File: src/logic/sioej_pkg.sv
// Constants, state encoding and state record of the stage I/O controller.
package sioej_pkg;
  // Clock and time base.
  localparam int unsigned CLK_HZ = 250_000_000;
  localparam int unsigned MS_PER_S = 1000;
  localparam int unsigned CYC_PER_MS = CLK_HZ / MS_PER_S;
  localparam logic [27:0] STEP_WRAP = 28'(CLK_HZ);
  // Speed settings, held in units of 100 pulses per second, and the ramp time limit in ms.
  localparam logic [7:0] PPS_UNIT = 8'h64;
  localparam logic [7:0] SPD_LO_U = 8'h01;
  localparam logic [7:0] SPD_HI_U = 8'hc8;
  localparam logic [9:0] ACC_HI_MS = 10'h3e8;
  // Host link baud rates and bit periods in cycles.
  localparam int unsigned BAUD0 = 4800;
  localparam int unsigned BAUD1 = 9600;
  localparam int unsigned BAUD2 = 19200;
  localparam int unsigned BAUD3 = 38400;
  localparam logic [15:0] DIV0 = 16'(CLK_HZ / BAUD0);
  localparam logic [15:0] DIV1 = 16'(CLK_HZ / BAUD1);
  localparam logic [15:0] DIV2 = 16'(CLK_HZ / BAUD2);
  localparam logic [15:0] DIV3 = 16'(CLK_HZ / BAUD3);
  // Register byte offsets.
  localparam logic [7:0] OFS_CFG = 8'h00;
  localparam logic [7:0] OFS_GOUT = 8'h04;
  localparam logic [7:0] OFS_GIN = 8'h08;
  localparam logic [7:0] OFS_MAXSPD = 8'h0c;
  localparam logic [7:0] OFS_MINSPD = 8'h10;
  localparam logic [7:0] OFS_ACCEL = 8'h14;
  localparam logic [7:0] OFS_CMD = 8'h18;
  localparam logic [7:0] OFS_STATUS = 8'h1c;
  localparam logic [7:0] OFS_POS = 8'h20;
  localparam logic [7:0] OFS_IRQST = 8'h24;
  localparam logic [7:0] OFS_IRQCLR = 8'h28;
  localparam logic [7:0] OFS_IRQEN = 8'h2c;
  // Configuration field positions.
  localparam int CFG_FULL = 0;
  localparam int CFG_CENTER = 1;
  localparam int CFG_LSNO = 2;
  localparam int CFG_ESDEEN = 3;
  localparam int CFG_FLOW = 4;
  localparam int CFG_BAUD = 5;
  localparam int CFG_HOLD = 7;
  // Command field positions.
  localparam int CMD_POS = 0;
  localparam int CMD_NEG = 1;
  localparam int CMD_STOP = 2;
  localparam int CMD_HOME = 3;
  localparam int CMD_HALT = 4;
  // Interrupt event positions.
  localparam int EV_ESTOP = 0;
  localparam int EV_LIMIT = 1;
  localparam int EV_DONE = 2;
  localparam int EV_GIN = 3;
  localparam int EV_ESREL = 4;
  // Reset values.
  localparam logic [7:0] CFG_RST = 8'ha0;
  localparam logic [7:0] MINSPD_RST = 8'h05;
  localparam logic [7:0] MAXSPD_RST = 8'h32;
  localparam logic [9:0] ACCEL_RST = 10'h0c8;
  localparam logic [2:0] PH_RST = 3'h0;
  // Motion states.
  typedef enum logic [4:0] {
    SIOEJ_IDLE = 5'b00001,
    SIOEJ_RUN = 5'b00010,
    SIOEJ_SEEKNEG = 5'b00100,
    SIOEJ_SEEKPOS = 5'b01000,
    SIOEJ_TOMID = 5'b10000
  } sioej_state_t;
  // Whole state of the controller.
  typedef struct packed {
    logic [10:0] sync1;
    logic [10:0] sync2;
    logic [3:0] genOut;
    logic [7:0] cfg;
    logic [7:0] minU;
    logic [7:0] maxU;
    logic [9:0] accMs;
    logic [4:0] irqSt;
    logic [4:0] irqEn;
    logic [31:0] prdata;
    logic pslverr;
    sioej_state_t st;
    logic dir;
    logic slow;
    logic jog;
    logic [27:0] acc;
    logic [27:0] rampAcc;
    logic [7:0] curU;
    logic [31:0] pos;
    logic [31:0] tgt;
    logic [2:0] ph;
    logic [3:0] wind;
    logic esPrev;
    logic [3:0] giPrev;
    logic [15:0] linkDiv;
    logic rts;
  } sioej_regs_t;
endpackage

File: src/logic/sioej_stage_io.sv
// Stage I/O, emergency stop, jog and motion control with an APB slave.
//
// Chosen here: the APB slave port and the register addresses.
`timescale 1ns/10ps
module sioej_stage_io (
  input wire logic clock,
  input wire logic resetn,
  input wire logic psel,
  input wire logic penable,
  input wire logic pwrite,
  input wire logic [7:0] paddr,
  input wire logic [31:0] pwdata,
  output logic [31:0] prdata,
  output logic pready,
  output logic pslverr,
  input wire logic [3:0] generalInputs,
  output logic [3:0] generalOutputs,
  input wire logic estopInput,
  input wire logic estopEnableJumper,
  input wire logic jogPosInput,
  input wire logic jogNegInput,
  input wire logic limitPosInput,
  input wire logic limitNegInput,
  input wire logic linkCtsInput,
  output logic linkRtsOutput,
  output logic linkTxPermit,
  output logic [15:0] linkBitCycles,
  output logic [3:0] windingDrive,
  output logic irq
);
  import sioej_pkg::*;

  sioej_regs_t r;
  sioej_regs_t next_r;

  // Synchronised pins, named for readability.
  logic [3:0] gin;
  logic esIn;
  logic esJmp;
  logic jogP;
  logic jogN;
  logic limP;
  logic limN;
  logic cts;
  assign gin = r.sync2[3:0];
  assign esIn = r.sync2[4];
  assign esJmp = r.sync2[5];
  assign jogP = r.sync2[6];
  assign jogN = r.sync2[7];
  assign limP = r.sync2[8];
  assign limN = r.sync2[9];
  assign cts = r.sync2[10];

  // Half-step pattern; odd entries energise two phases at once.
  function automatic logic [3:0] phasePattern(input logic [2:0] idx);
    case (idx)
      3'h0: phasePattern = 4'h1;
      3'h1: phasePattern = 4'h3;
      3'h2: phasePattern = 4'h2;
      3'h3: phasePattern = 4'h6;
      3'h4: phasePattern = 4'h4;
      3'h5: phasePattern = 4'hc;
      3'h6: phasePattern = 4'h8;
      default: phasePattern = 4'h9;
    endcase
  endfunction

  // Derived conditions used by the motion logic and the bus.
  logic esActive;
  logic limPAct;
  logic limNAct;
  logic jogPReq;
  logic jogNReq;
  logic idle;
  logic [7:0] topU;
  logic [7:0] wantU;
  logic [14:0] curPps;
  logic [27:0] rampLen;
  logic [27:0] accSum;
  logic [27:0] rampSum;
  logic stepNow;
  logic rampTick;
  logic limHit;
  assign esActive = esJmp & ~esIn;
  // A normally closed sensor opens, reading low, at the limit.
  assign limPAct = r.cfg[CFG_LSNO] ? limP : ~limP;
  assign limNAct = r.cfg[CFG_LSNO] ? limN : ~limN;
  // Opposing jog requests cancel each other.
  assign jogPReq = jogP & ~jogN & ~esActive;
  assign jogNReq = jogN & ~jogP & ~esActive;
  assign idle = (r.st == SIOEJ_IDLE);
  assign topU = (r.maxU > r.minU) ? r.maxU : r.minU;
  assign wantU = r.slow ? r.minU : topU;
  assign curPps = 15'(r.curU * PPS_UNIT);
  assign rampLen = 28'(r.accMs * CYC_PER_MS);
  assign accSum = r.acc + 28'(curPps);
  assign rampSum = r.rampAcc + 28'(topU - r.minU);
  assign stepNow = ~idle & (accSum >= STEP_WRAP);
  assign rampTick = (rampLen == 28'h0) | (rampSum >= rampLen);
  assign limHit = r.dir ? limPAct : limNAct;

  // Bus decode for the setup and access cycles.
  logic setup;
  logic access;
  logic wrAcc;
  logic [31:0] rdMux;
  logic errMux;
  logic [7:0] wU;
  logic startCmd;
  assign setup = psel & ~penable;
  assign access = psel & penable;
  assign wrAcc = access & pwrite;
  assign wU = pwdata[7:0];
  assign startCmd = |pwdata[CMD_HOME:CMD_POS] & ~pwdata[CMD_STOP];

  // Read data and error, both settled before the access cycle.
  always_comb begin
    rdMux = 32'h0;
    errMux = 1'b0;
    case (paddr)
      OFS_CFG: rdMux = {24'h0, r.cfg};
      OFS_GOUT: rdMux = {28'h0, r.genOut};
      OFS_GIN: rdMux = {28'h0, gin};
      OFS_MAXSPD: begin
        rdMux = {24'h0, r.maxU};
        errMux = pwrite & ((wU < SPD_LO_U) | (wU > SPD_HI_U));
      end
      OFS_MINSPD: begin
        rdMux = {24'h0, r.minU};
        errMux = pwrite & ((wU < SPD_LO_U) | (wU > SPD_HI_U));
      end
      OFS_ACCEL: begin
        rdMux = {22'h0, r.accMs};
        errMux = pwrite & (pwdata[9:0] > ACC_HI_MS);
      end
      // A start is refused while moving or during the stop condition.
      OFS_CMD: errMux = pwrite & startCmd & (~idle | esActive);
      OFS_STATUS: rdMux = {20'h0, limNAct, limPAct, jogN, jogP,
                           esActive, r.dir, r.st, idle};
      OFS_POS: rdMux = r.pos;
      OFS_IRQST: rdMux = {27'h0, r.irqSt};
      OFS_IRQCLR: rdMux = 32'h0;
      OFS_IRQEN: rdMux = {27'h0, r.irqEn};
      default: errMux = 1'b1;
    endcase
  end

  // Next state of the whole controller.
  always_comb begin
    next_r = r;
    next_r.sync1 = {linkCtsInput, limitNegInput, limitPosInput,
                    jogNegInput, jogPosInput, estopEnableJumper,
                    estopInput, generalInputs};
    next_r.sync2 = r.sync1;
    next_r.esPrev = esActive;
    next_r.giPrev = gin;
    if (setup) begin
      next_r.prdata = rdMux;
      next_r.pslverr = errMux;
    end

    // Step timing and ramping between start and top speed.
    if (idle) begin
      next_r.acc = 28'h0;
      next_r.rampAcc = 28'h0;
      next_r.curU = r.minU;
    end else begin
      next_r.acc = stepNow ? accSum - STEP_WRAP : accSum;
      if (rampLen == 28'h0) begin
        next_r.curU = wantU;
      end else if (rampTick) begin
        next_r.rampAcc = rampSum - rampLen;
        if (r.curU < wantU) begin
          next_r.curU = r.curU + 8'h01;
        end else if (r.curU > wantU) begin
          next_r.curU = r.curU - 8'h01;
        end
      end else begin
        next_r.rampAcc = rampSum;
      end
    end

    // Position and phase advance; full step moves two half steps.
    if (stepNow) begin
      next_r.pos = r.dir ? r.pos + 32'h1 : r.pos - 32'h1;
      if (r.cfg[CFG_FULL]) begin
        next_r.ph = r.dir ? r.ph + 3'h2 : r.ph - 3'h2;
      end else begin
        next_r.ph = r.dir ? r.ph + 3'h1 : r.ph - 3'h1;
      end
    end

    // Motion sequencing.
    case (r.st)
      SIOEJ_IDLE: begin
        next_r.slow = 1'b0;
        next_r.jog = 1'b0;
        if (jogPReq | jogNReq) begin
          next_r.st = SIOEJ_RUN;
          next_r.dir = jogPReq;
          next_r.jog = 1'b1;
        end
      end
      SIOEJ_RUN: begin
        if (r.jog & ~(r.dir ? jogPReq : jogNReq)) begin
          next_r.slow = 1'b1;
        end
        if (r.slow & (r.curU <= r.minU)) begin
          next_r.st = SIOEJ_IDLE;
        end
      end
      SIOEJ_SEEKNEG: begin
        if (limNAct) begin
          next_r.pos = 32'h0;
          next_r.dir = 1'b1;
          next_r.st = r.cfg[CFG_CENTER] ? SIOEJ_SEEKPOS : SIOEJ_IDLE;
        end
      end
      SIOEJ_SEEKPOS: begin
        if (limPAct) begin
          next_r.tgt = {1'b0, r.pos[31:1]};
          next_r.dir = 1'b0;
          next_r.st = SIOEJ_TOMID;
        end
      end
      SIOEJ_TOMID: begin
        if (r.pos == r.tgt) begin
          next_r.pos = 32'h0;
          next_r.st = SIOEJ_IDLE;
        end
      end
      default: next_r.st = SIOEJ_IDLE;
    endcase

    // Limits in the travel direction stop a plain move at once.
    if ((r.st == SIOEJ_RUN) & limHit) begin
      next_r.st = SIOEJ_IDLE;
    end

    // Register writes, taken in the access cycle.
    if (wrAcc & ~r.pslverr) begin
      case (paddr)
        OFS_CFG: next_r.cfg = wU;
        OFS_GOUT: next_r.genOut = pwdata[3:0];
        OFS_MAXSPD: next_r.maxU = wU;
        OFS_MINSPD: next_r.minU = wU;
        OFS_ACCEL: next_r.accMs = pwdata[9:0];
        OFS_CMD: begin
          if (pwdata[CMD_HALT]) begin
            next_r.st = SIOEJ_IDLE;
          end else if (pwdata[CMD_STOP]) begin
            next_r.slow = 1'b1;
          end else if (idle & pwdata[CMD_HOME]) begin
            next_r.st = SIOEJ_SEEKNEG;
            next_r.dir = 1'b0;
            next_r.slow = 1'b1;
          end else if (idle & (pwdata[CMD_POS] ^ pwdata[CMD_NEG])) begin
            next_r.st = SIOEJ_RUN;
            next_r.dir = pwdata[CMD_POS];
            next_r.jog = 1'b0;
          end
        end
        OFS_IRQEN: next_r.irqEn = pwdata[4:0];
        default: next_r.cfg = r.cfg;
      endcase
    end

    // Stop condition overrides every start and any motion.
    if (esActive) begin
      next_r.st = SIOEJ_IDLE;
    end

    // Windings: free on request, or during stop if so configured.
    if (~r.cfg[CFG_HOLD] | (esActive & r.cfg[CFG_ESDEEN])) begin
      next_r.wind = 4'h0;
    end else begin
      next_r.wind = phasePattern(next_r.ph);
    end

    // Host link timing and flow control.
    case (r.cfg[CFG_BAUD+1:CFG_BAUD])
      2'h0: next_r.linkDiv = DIV0;
      2'h1: next_r.linkDiv = DIV1;
      2'h2: next_r.linkDiv = DIV2;
      default: next_r.linkDiv = DIV3;
    endcase
    next_r.rts = 1'b1;

    // Sticky events; a clear never hides an event of the same cycle.
    if (wrAcc & (paddr == OFS_IRQCLR)) begin
      next_r.irqSt = r.irqSt & ~pwdata[4:0];
    end else begin
      next_r.irqSt = r.irqSt;
    end
    next_r.irqSt[EV_ESTOP] = next_r.irqSt[EV_ESTOP] | (esActive & ~r.esPrev);
    next_r.irqSt[EV_ESREL] = next_r.irqSt[EV_ESREL] | (~esActive & r.esPrev);
    next_r.irqSt[EV_LIMIT] = next_r.irqSt[EV_LIMIT]
                             | ((r.st == SIOEJ_RUN) & limHit);
    next_r.irqSt[EV_DONE] = next_r.irqSt[EV_DONE]
                            | (~idle & (next_r.st == SIOEJ_IDLE));
    next_r.irqSt[EV_GIN] = next_r.irqSt[EV_GIN] | (gin != r.giPrev);
  end

  // Single state register; synchronous active-low reset.
  always_ff @(posedge clock) begin
    if (!resetn) begin
      r <= '0;
      r.cfg <= CFG_RST;
      r.minU <= MINSPD_RST;
      r.maxU <= MAXSPD_RST;
      r.accMs <= ACCEL_RST;
      r.st <= SIOEJ_IDLE;
      r.ph <= PH_RST;
      r.linkDiv <= DIV1;
    end else begin
      r <= next_r;
    end
  end

  // Outputs. Zero-wait slave: data is prepared during setup.
  assign prdata = r.prdata;
  assign pready = 1'b1;
  assign pslverr = access & r.pslverr;
  assign generalOutputs = r.genOut;
  assign windingDrive = r.wind;
  assign linkRtsOutput = r.rts & r.cfg[CFG_FLOW];
  // Without flow control the transmitter never waits for clear-to-send.
  assign linkTxPermit = ~r.cfg[CFG_FLOW] | cts;
  assign linkBitCycles = r.linkDiv;
  assign irq = |(r.irqSt & r.irqEn);
endmodule

File: config.mk
export PLATFORM = sky130hd
export DESIGN_NAME = sioej_stage_io
export DESIGN_NICKNAME = d
export VERILOG_FILES = /design/src/logic/sioej_pkg.sv /design/src/logic/sioej_stage_io.sv
export SDC_FILE = /design/constraint.sdc
export NUM_CORES = 1
export LEC_CHECK = 0
export ABC_AREA = 1
export BUFFER_PORTS_ARGS = -buffer_cell sky130_fd_sc_hd__buf_2
export CAP_MARGIN = 20
export CORE_UTILIZATION = 30
export CTS_BUF_LIST = sky130_fd_sc_hd__clkbuf_4 sky130_fd_sc_hd__clkbuf_8
export DETAILED_ROUTE_END_ITERATION = 10
export GPL_TIMING_DRIVEN = 1
export SLEW_MARGIN = 20
export SYNTH_ARGS = -nofsm -noshare
export SYNTH_HDL_FRONTEND = slang
export SYNTH_SLANG_ARGS = --single-unit
File: constraint.sdc
create_clock -name clock -period 12 [get_ports clock]
set_input_delay 0.6 -clock clock [delete_from_list [all_inputs] [get_ports clock]]
set_output_delay 0.6 -clock clock [all_outputs]
set_load 0.02 [all_outputs]
==> Word-level counts from Yosys, hierarchy flattened <==
Index checks and enable logic that the tools add are counted.
W data, S select, Z words.
{ "word_totals": {"inputBits": 56, "out_inout_bits": 61, "reg_bits": 267, "elab_cells": 208} }
{ "classes": {"bitwise_logic": 57, "n_mux": 54, "eq_ne": 27, "add_sub_neg": 13, "n_reduce_logical": 20, "multipliers": 2, "order_cmp": 9} }
{ "ops": {"columns": ["operator", "count"], "rows": [
  ["$pmux W32 S10", 1],
  ["$mux W32", 4],
  ["$mux W8", 9],
  ["$pmux W32 S2", 1],
  ["$mux W28", 2],
  ["$pmux W16 S3", 1],
  ["$mux W6", 6],
  ["$add A32 B1 Y32 const B", 1],
  ["$eq A32 B31 Y1", 1],
  ["$eq A8 B5 Y1 const B", 4],
  ["$eq A8 B6 Y1 const B", 4],
  ["$sub A32 B1 Y32 const B", 1],
  ["$mux W5", 6],
  ["$add A28 B15 Y28", 1],
  ["$add A28 B28 Y28", 1],
  ["$ge A28 B28 Y1", 1],
  ["$ge A28 B28 Y1 const B", 1],
  ["$logic_not A28 Y1", 1],
  ["$pmux W4 S7", 1],
  ["$sub A28 B28 Y28", 1],
  ["$sub A28 B28 Y28 const B", 1],
  ["$and A1 B1 Y1", 27],
  ["$pmux W5 S5", 1],
  ["$mul A10 B14 Y24 const B", 1],
  ["48 further kinds", 104]
]} }

==> Depth between registers and ports, before layout <==
Gate-level depths: netlist (run 1).
{ "logic_depth": {"depth_word": 18, "depth_mapped": 50, "ltp_nobuf": 48} }

==> Least setup slack after synthesis (run 1) <==
Ideal clock, no wire load.
{ "synth_path": {"path_type": "register -> register", "from": "reg r[227] (netlist bit)", "to": "reg r[108] (netlist bit)", "stages_incl_launch_ff": 40, "setup_ns": 0.070, "synth_period_minus_slack_ns": 6.579, "required_time_ns": 11.930, "n_path_buf": 2, "setup_slack_ns": 5.421, "t_arrival_ns": 6.508, "path_cell_list": "dfxtp_1 inv_1 ha_1 a21oi_1 o21ai_0 nand2_1 o211ai_1 nand2_1 clkbuf_1 nand2_1 o21ai_0 ha_1 inv_1 fa_1 nand3_1 nand2_1 a21oi_1 ha_1 (+4 left out) nand2_1 nand2_1 nand2_1 nand2_1 xor2_1 ha_1 nand2_1 o21ai_0 a211oi_1 o31ai_1 a21oi_1 nand2_1 inv_1 buf_1 nand3_1 nand2_1 nand2_1 a21oi_1"} }
{ "synth_between": {"elab_chain_len": 7, "elab_cells_between_ends": 8, "cone_classes": "add/sub (3); order compare (2); mux (2); bitwise (1)"} }
{ "synth_lines": {"columns": ["element", "line_no", "source"], "rows": [
  ["start, declared", "sioej_stage_io.sv:33", "sioej_regs_t r;"],
  ["start signal, assigned", "sioej_stage_io.sv:316", "r <= next_r;"],
  ["$gt A8 B8 Y1", "sioej_stage_io.sv:92", "assign topU = (r.maxU > r.minU) ? r.maxU : r.minU;"],
  ["$mux W8", "sioej_stage_io.sv:92", null],
  ["$sub A8 B8 Y9 (*)", "sioej_stage_io.sv:97", "assign rampSum = r.rampAcc + 28'(topU - r.minU);"],
  ["$add A28 B28 Y28 (*)", "sioej_stage_io.sv:97", null],
  ["$ge A28 B28 Y1", "sioej_stage_io.sv:99", "assign rampTick = (rampLen == 28'h0) | (rampSum >= rampLen);"],
  ["$or A1 B1 Y1", "sioej_stage_io.sv:99", null],
  ["$mux W28 (*)", "sioej_stage_io.sv:171", "end else if (rampTick) begin"]
]} }
Every way passes the cells marked *; elsewhere a longest branch is shown, timed or not.
A chain may end at the register's enable or synchronous reset.

==> Final worst setup path (run 1) <==
{ "layout_path": {"from": "reg r[227] (netlist bit)", "to": "reg r[122] (netlist bit)"} }
The elaborated chain is that of the path after synthesis.

==> impl_metrics.toml, run 1 <==
[final_layout]
final_common_cell = "nand2_1"
nets = 3487
drive_gt1_share_pct = 8.45
area_growth_pct = 10.2
ff_latch_area_um2 = 5200
n_fill_cell = 7723
layout_common_cells = "681 x nand2_1, 401 x inv_1, 321 x a21oi_1, 260 x dfxtp_1, 242 x ha_1"
multi_input_area_um2 = 13900

[global_routing]
antenna_found_initial = 2
use_met3_pct = 2.40
grt_pass1_vias = 19000
grt_max_degree = 63
use_met2_pct = 27.3
grt.busiest_layer = "met2"
grt_pass1_wl_mm = 96.6
grt_use_met1_pct = 20.7
grt_util_all_layers_pct = 15.9
grt-ovfl-total = 0

[synth]
synth-edff-count = 0
synthAdderAreaFrac_pct = 17.4
synth-warning-count = 0
async_reset_ff_share_pct = 0
synthSimpleGateAreaFrac_pct = 24.5
yosysSeqAreaShare_pct = 24.2
synth_top_family_by_area = "simple AND/OR/NAND/NOR gates"
synth_area_um2 = 21500
syn_inst = 3131
synthMuxAreaShare_pct = 0
ys_types = 58
syn_area_per_cell_um2 = 6.86
synth_compound_area_share_pct = 17.3
synth-xor-area-share_pct = 5.43
synth.ff_latch_count = 260
synth_ff_type = "dfxtp_1"
synth_nets = 3464

[clock_tree]
cts_tree = "yes"
postCtsHoldBufs = 0
htreeDepth = 2
clk_pin_slew_ns = 0.06
clock_latency_ns = 0.66
cts_buffer_depth = 3
ctsResizeCount = 0
clock-sinks = 260
postCtsSetupBuffers = 0
cts_buffers = 50
clockRootBuffer = "clkbuf_8"

[drt]
vias = 19900
drt_first_pass_iters = 9
antenna_left = 0
post_drt_wl_per_cell_um = 14.2
drc_errors = 0
first_iter_violations = 1144
wirelength_mm = 58.6
via_per_inst = 4.80

[setup_path]
crit_path_end_kind = "register"
crit_slowest_cell = "ha_1"
crit_path_frequent_cell = "nand2_1"
cpPeakStageDelay_ns = 0.42
worstPathRequired_ns = 12.50
critical_path_class = "register to register"
arrival_ns = 8.11
ff2ff_path_depth = 47
crit_fanout = 25
start_kind = "register"

[timing]
setup_viol_count_final = 0
layout_min_cycle_time_ns = 7.61
timing.fmax_mhz = 131
slew_violations = 0
final.period_utilization_pct = 63.4
finalHoldViolCount = 0
rsz0062_at_grt = "false"
skew_ns = 0.0461
worst_slew_pin_slew_ns = 1.01
setup_tns_ns = 0
relSlewSlack_pct = 32.1

[power]
power.leakage_uw = 0.0116
power_uw = 2450
power_density_nw_per_um2 = 104
ir_drop_mv = 0.100

[floorplanning]
ios = 117
chipWidth_um = 269
num_rows = 97
coreArea_um2 = 70400
fp.dieArea_um2 = 72600
initial_core_util_pct = 30.5
die_h_um = 269

[min_path]
hp-class = "primary input to register"
min_delay_path_depth = 3

[placement]
dp_hpwl_mm = 44.4
port_buffers = 93
gp_congestion = 0.918

[flow_run]
drv_cap = 0

[status]
status = "complete, no violations"
logic make-up (layout without fill, tap and decap cells):
logic type / count (synthesis) / after routing
buffers and inverters: 554 / 618
adder cells (fa/ha/maj): 277 / 277
flip-flops: 260 / 260
AO/OA/AOI/OAI: 678 / 678
AND/OR/NAND/NOR: 1228 / 1228
other: 1 / 2
XOR/XNOR: 133 / 133
state kept, by name, summed over array words and instances, names as in the netlist, 4 cells and up:
register	cells
generalOutputs	4
gin	4
linkBitCycles	11
next_r	11
prdata	32
r	187
windingDrive	4
path summary, 6_finish.rpt:
check | start | to | slack, ns
max | r[227] | r[122] | 4.39
min | linkCtsInput | next_r[256] | 0.12
max reg2reg | r[227] | r[122] | 4.39
min reg2reg | next_r[252] | jogP | 0.41
metrics by stage:
stage | std cells | setup WS [ns] | hold slack (ns) | area, um^2 | util, %
floorplan | 3131 | 5.42 | 0.390 | 21500 | -
global placement | 4041 | 4.48 | 0.394 | 22400 | 31.8
detailed placement | 4041 | 4.41 | 0.399 | 22400 | 31.8
CTS | 4134 | 4.42 | 0.0746 | 23600 | 33.6
global route | 4135 | 3.50 | 0.0891 | 23700 | 33.6
finish | 4136 | 4.39 | 0.118 | 23700 | 33.6
cell type report:
cell class / instances / share of cell area (%)
Timing Repair Buffer: 108 / 2.45
Clock buffer: 70 / 3.89
Antenna cell: 1 / 0.0106
Clock inverter: 23 / 1.38
Sequential cell: 260 / 22.0
Tap cell: 940 / 4.97
Multi-Input combinational cell: 2317 / 58.7
Inverter: 417 / 6.65
where the power goes:
part           leakage [uW]  switching [uW]  internal (uW)
logic               0.00884             293            154
registers           0.00210            17.0            879
clock network      0.000654             451            656
per-layer routing:
layer / up-vias / wire length [um]
li1: 10400 / -
met1: 9025 / 27400
met2: 372 / 27400
met3: 79 / 2670
met4: 2 / 1120
met5: - / 13
worst max-delay path: cells and delay by family (launching register included):
family	cells	cell delay [ns]
DFF	1	0.32
buffers and inverters	6	0.76
AOI/OAI and AO/OA	12	1.82
and+or+nand+nor	23	2.69
xor gates and xnor gates	1	0.18
adders and majority gates	5	1.71
synth_stat cells, drive strengths merged (24+ instances only):
cell type    n  area, um^2
nand2      691        2620
inv        410        1550
a21oi      323        1620
dfxtp      260        5200
ha         242        3030
nor2       232         913
o21ai      216        1080
nand3      168         873
buf         84         626
xor2        83         727
clkbuf      53         199
xnor2       50         438
nor3        44         240
fa          35         701
or2         27         169
o22ai       25         156
nand4       24         150
No activity file was read; power rests on OpenSTA's default activity.
==> run 2: changes to the inputs <==
==> constraint.sdc (replaced) <==
create_clock -name clock -period 6.8 [get_ports clock]
set_input_delay 0.34 -clock clock [delete_from_list [all_inputs] [get_ports clock]]
set_output_delay 0.34 -clock clock [all_outputs]
set_load 0.02 [all_outputs]
==> run 2 against run 1 <==
Die area is the same; combinational power grew 81%; critical path depth shrank 21; utilization grew 0.85 points; sequential power grew 76%; count of clock-buffer cells in the layout grew 4; worst hold slack lost 0.041 ns; flip-flop and latch count is the same; power grew 68%; clock power grew 57%.
==> impl_metrics.toml, run 2 (synthesis results as in run 1) <==
[timing]
final.period_utilization_pct = 93.0
setup_viol_count_final = 0
relSlewSlack_pct = 34.5
hold_slack_ns = 0.0767
timing.fmax_mhz = 158
finalHoldViolCount = 0
layout_min_cycle_time_ns = 6.32
layout_setup_ws_ns = 0.479
worst_slew_pin_slew_ns = 0.979
slew_violations = 0
skew_ns = 0.0381

[placement]
gp_congestion = 0.914
dp_slack_ns = 0.162
port_buffers = 93
dp_cells = 4085
dp_hpwl_mm = 45.6

[clock_tree]
cts_tree = "yes"
clk_pin_slew_ns = 0.06
cts_buffers = 48
cts_buffer_depth = 3
clockRootBuffer = "clkbuf_8"
clock-sinks = 260
htreeDepth = 2
clock_latency_ns = 0.66

[final_layout]
largest-register = "r"
final_cells = 4194
area_growth_pct = 13.0
drive_gt1_share_pct = 10.5
nets = 3549
final_common_cell = "nand2_1"
layout_common_cells = "678 x nand2_1, 400 x inv_1, 313 x a21oi_1, 260 x dfxtp_1, 238 x ha_1"
largest_reg_flops = 187

[power]
p_int_uw = 2840
power.leakage_uw = 0.0119
clkPwrFrac_pct = 42.1
p_comb_share_pct = 19.7
p_sw_share_pct = 31.2
power_frac_seq_pct = 38.2
power_density_nw_per_um2 = 170
switchingPower_uw = 1290
ir_drop_mv = 0.189

[drt]
via_per_inst = 4.78
first_iter_violations = 1143
wirelength_mm = 59.3
vias = 20000
drt_first_pass_iters = 5
antenna_left = 0
post_drt_wl_per_cell_um = 14.1
drc_errors = 0

[setup_path]
crit_slowest_cell = "dfxtp_1"
critical_path_class = "register to register"
crit_path_frequent_cell = "fa_1"
crit_fanout = 8
worstPathRequired_ns = 7.32
start_kind = "register"
crit_path_end_kind = "register"
cpPeakStageDelay_ns = 0.51
arrival_ns = 6.84

[min_path]
hp-class = "primary input to register"

[global_routing]
grt_pass1_vias = 19000
use_met2_pct = 27.3
grt_use_met1_pct = 20.8
grt_util_all_layers_pct = 16.0
grt_pass1_wl_mm = 96.8
grt_max_degree = 69
use_met3_pct = 2.26
grt.busiest_layer = "met2"
grt-ovfl-total = 0
antenna_found_initial = 2

[floorplanning]
die_h_um = 269
coreArea_um2 = 70400
fp.dieArea_um2 = 72600
initial_core_util_pct = 30.5
chipWidth_um = 269
ios = 117
num_rows = 97

[flow_run]
drv_cap = 0

[status]
status = "complete, no violations"
-- run 2: cell types whose count changed in the layout (fill, tap and decap cells not counted), moves of 6 or more --
cell           delta
o21ai_0           -8
clkbuf_4          +7
dlygate4sd3_1    +14
a21oi_2           +7
a21oi_1           -8
buf_4            +41
o21ai_1           +6
-- run 2: worst paths after layout --
kind	startpoint	end	slack (ns)	depth (start not counted)
setup / recovery	r[209]	r[94]	0.48	26
hold / removal	pwdata[5]	r[223]	0.08	3
setup reg to reg	r[209]	r[94]	0.48	26
hold reg to reg	next_r[254]	limP	0.41	2
-- run 2: power by group through the flow --
stage | combinational (uW) | sequential (uW) | clock (uW)
2_1_floorplan | 606 | 1600 | 0
3_3_place_gp | 786 | 1610 | 0
3_5_place_dp | 796 | 1610 | 0
5_1_grt | 940 | 1580 | 1870
4_1_cts | 807 | 1580 | 1800
6_report | 811 | 1580 | 1740
-- run 2: cell type report --
| type | count | area, um^2 |
|---|---|---|
| Clock inverter | 13 | 173 |
| Antenna cell | 1 | 2.50 |
| Fill cell | 7676 | 46100 |
| Multi-Input combinational cell | 2318 | 14000 |
| Sequential cell | 260 | 5200 |
| Tap cell | 940 | 1180 |
| Inverter | 417 | 1570 |
| Clock buffer | 74 | 931 |
| Timing Repair Buffer | 171 | 1170 |
-- run 2: critical path: cells and delay by family (launching register included) --
family,cells,cell delay [ns]
xor gates and xnor gates,1,0.25
adders and majority gates,7,2.95
DFF,1,0.51
and+or+nand+nor,7,1.10
buffers and inverters,3,0.32
AOI/OAI and AO/OA,8,1.10
-- run 2: per-layer routing --
metal	wire length [um]	part of all wire (%)
met4	1520	2.6
met5	13	0.022
met2	27700	47
met1	27800	47
met3	2320	3.9
-- run 2: per-stage QoR --
stage               total power [uW]  util, %  setup TNS, ns  area, um^2
floorplan                       2210        -              0       21500
global placement                2390     32.4              0       22800
detailed placement              2400     32.4              0       22800
CTS                             4180     34.2              0       24000
global route                    4390     34.5         -0.210       24300
finish                          4120     34.5              0       24300
-- run 2: repair_timing --
action,CTS,global route
setup endpoints to repair,0,32
gates resized for setup,0,39
buffers inserted,0,4
endpoints found under the hold margin,14,0
hold buffers,14,0
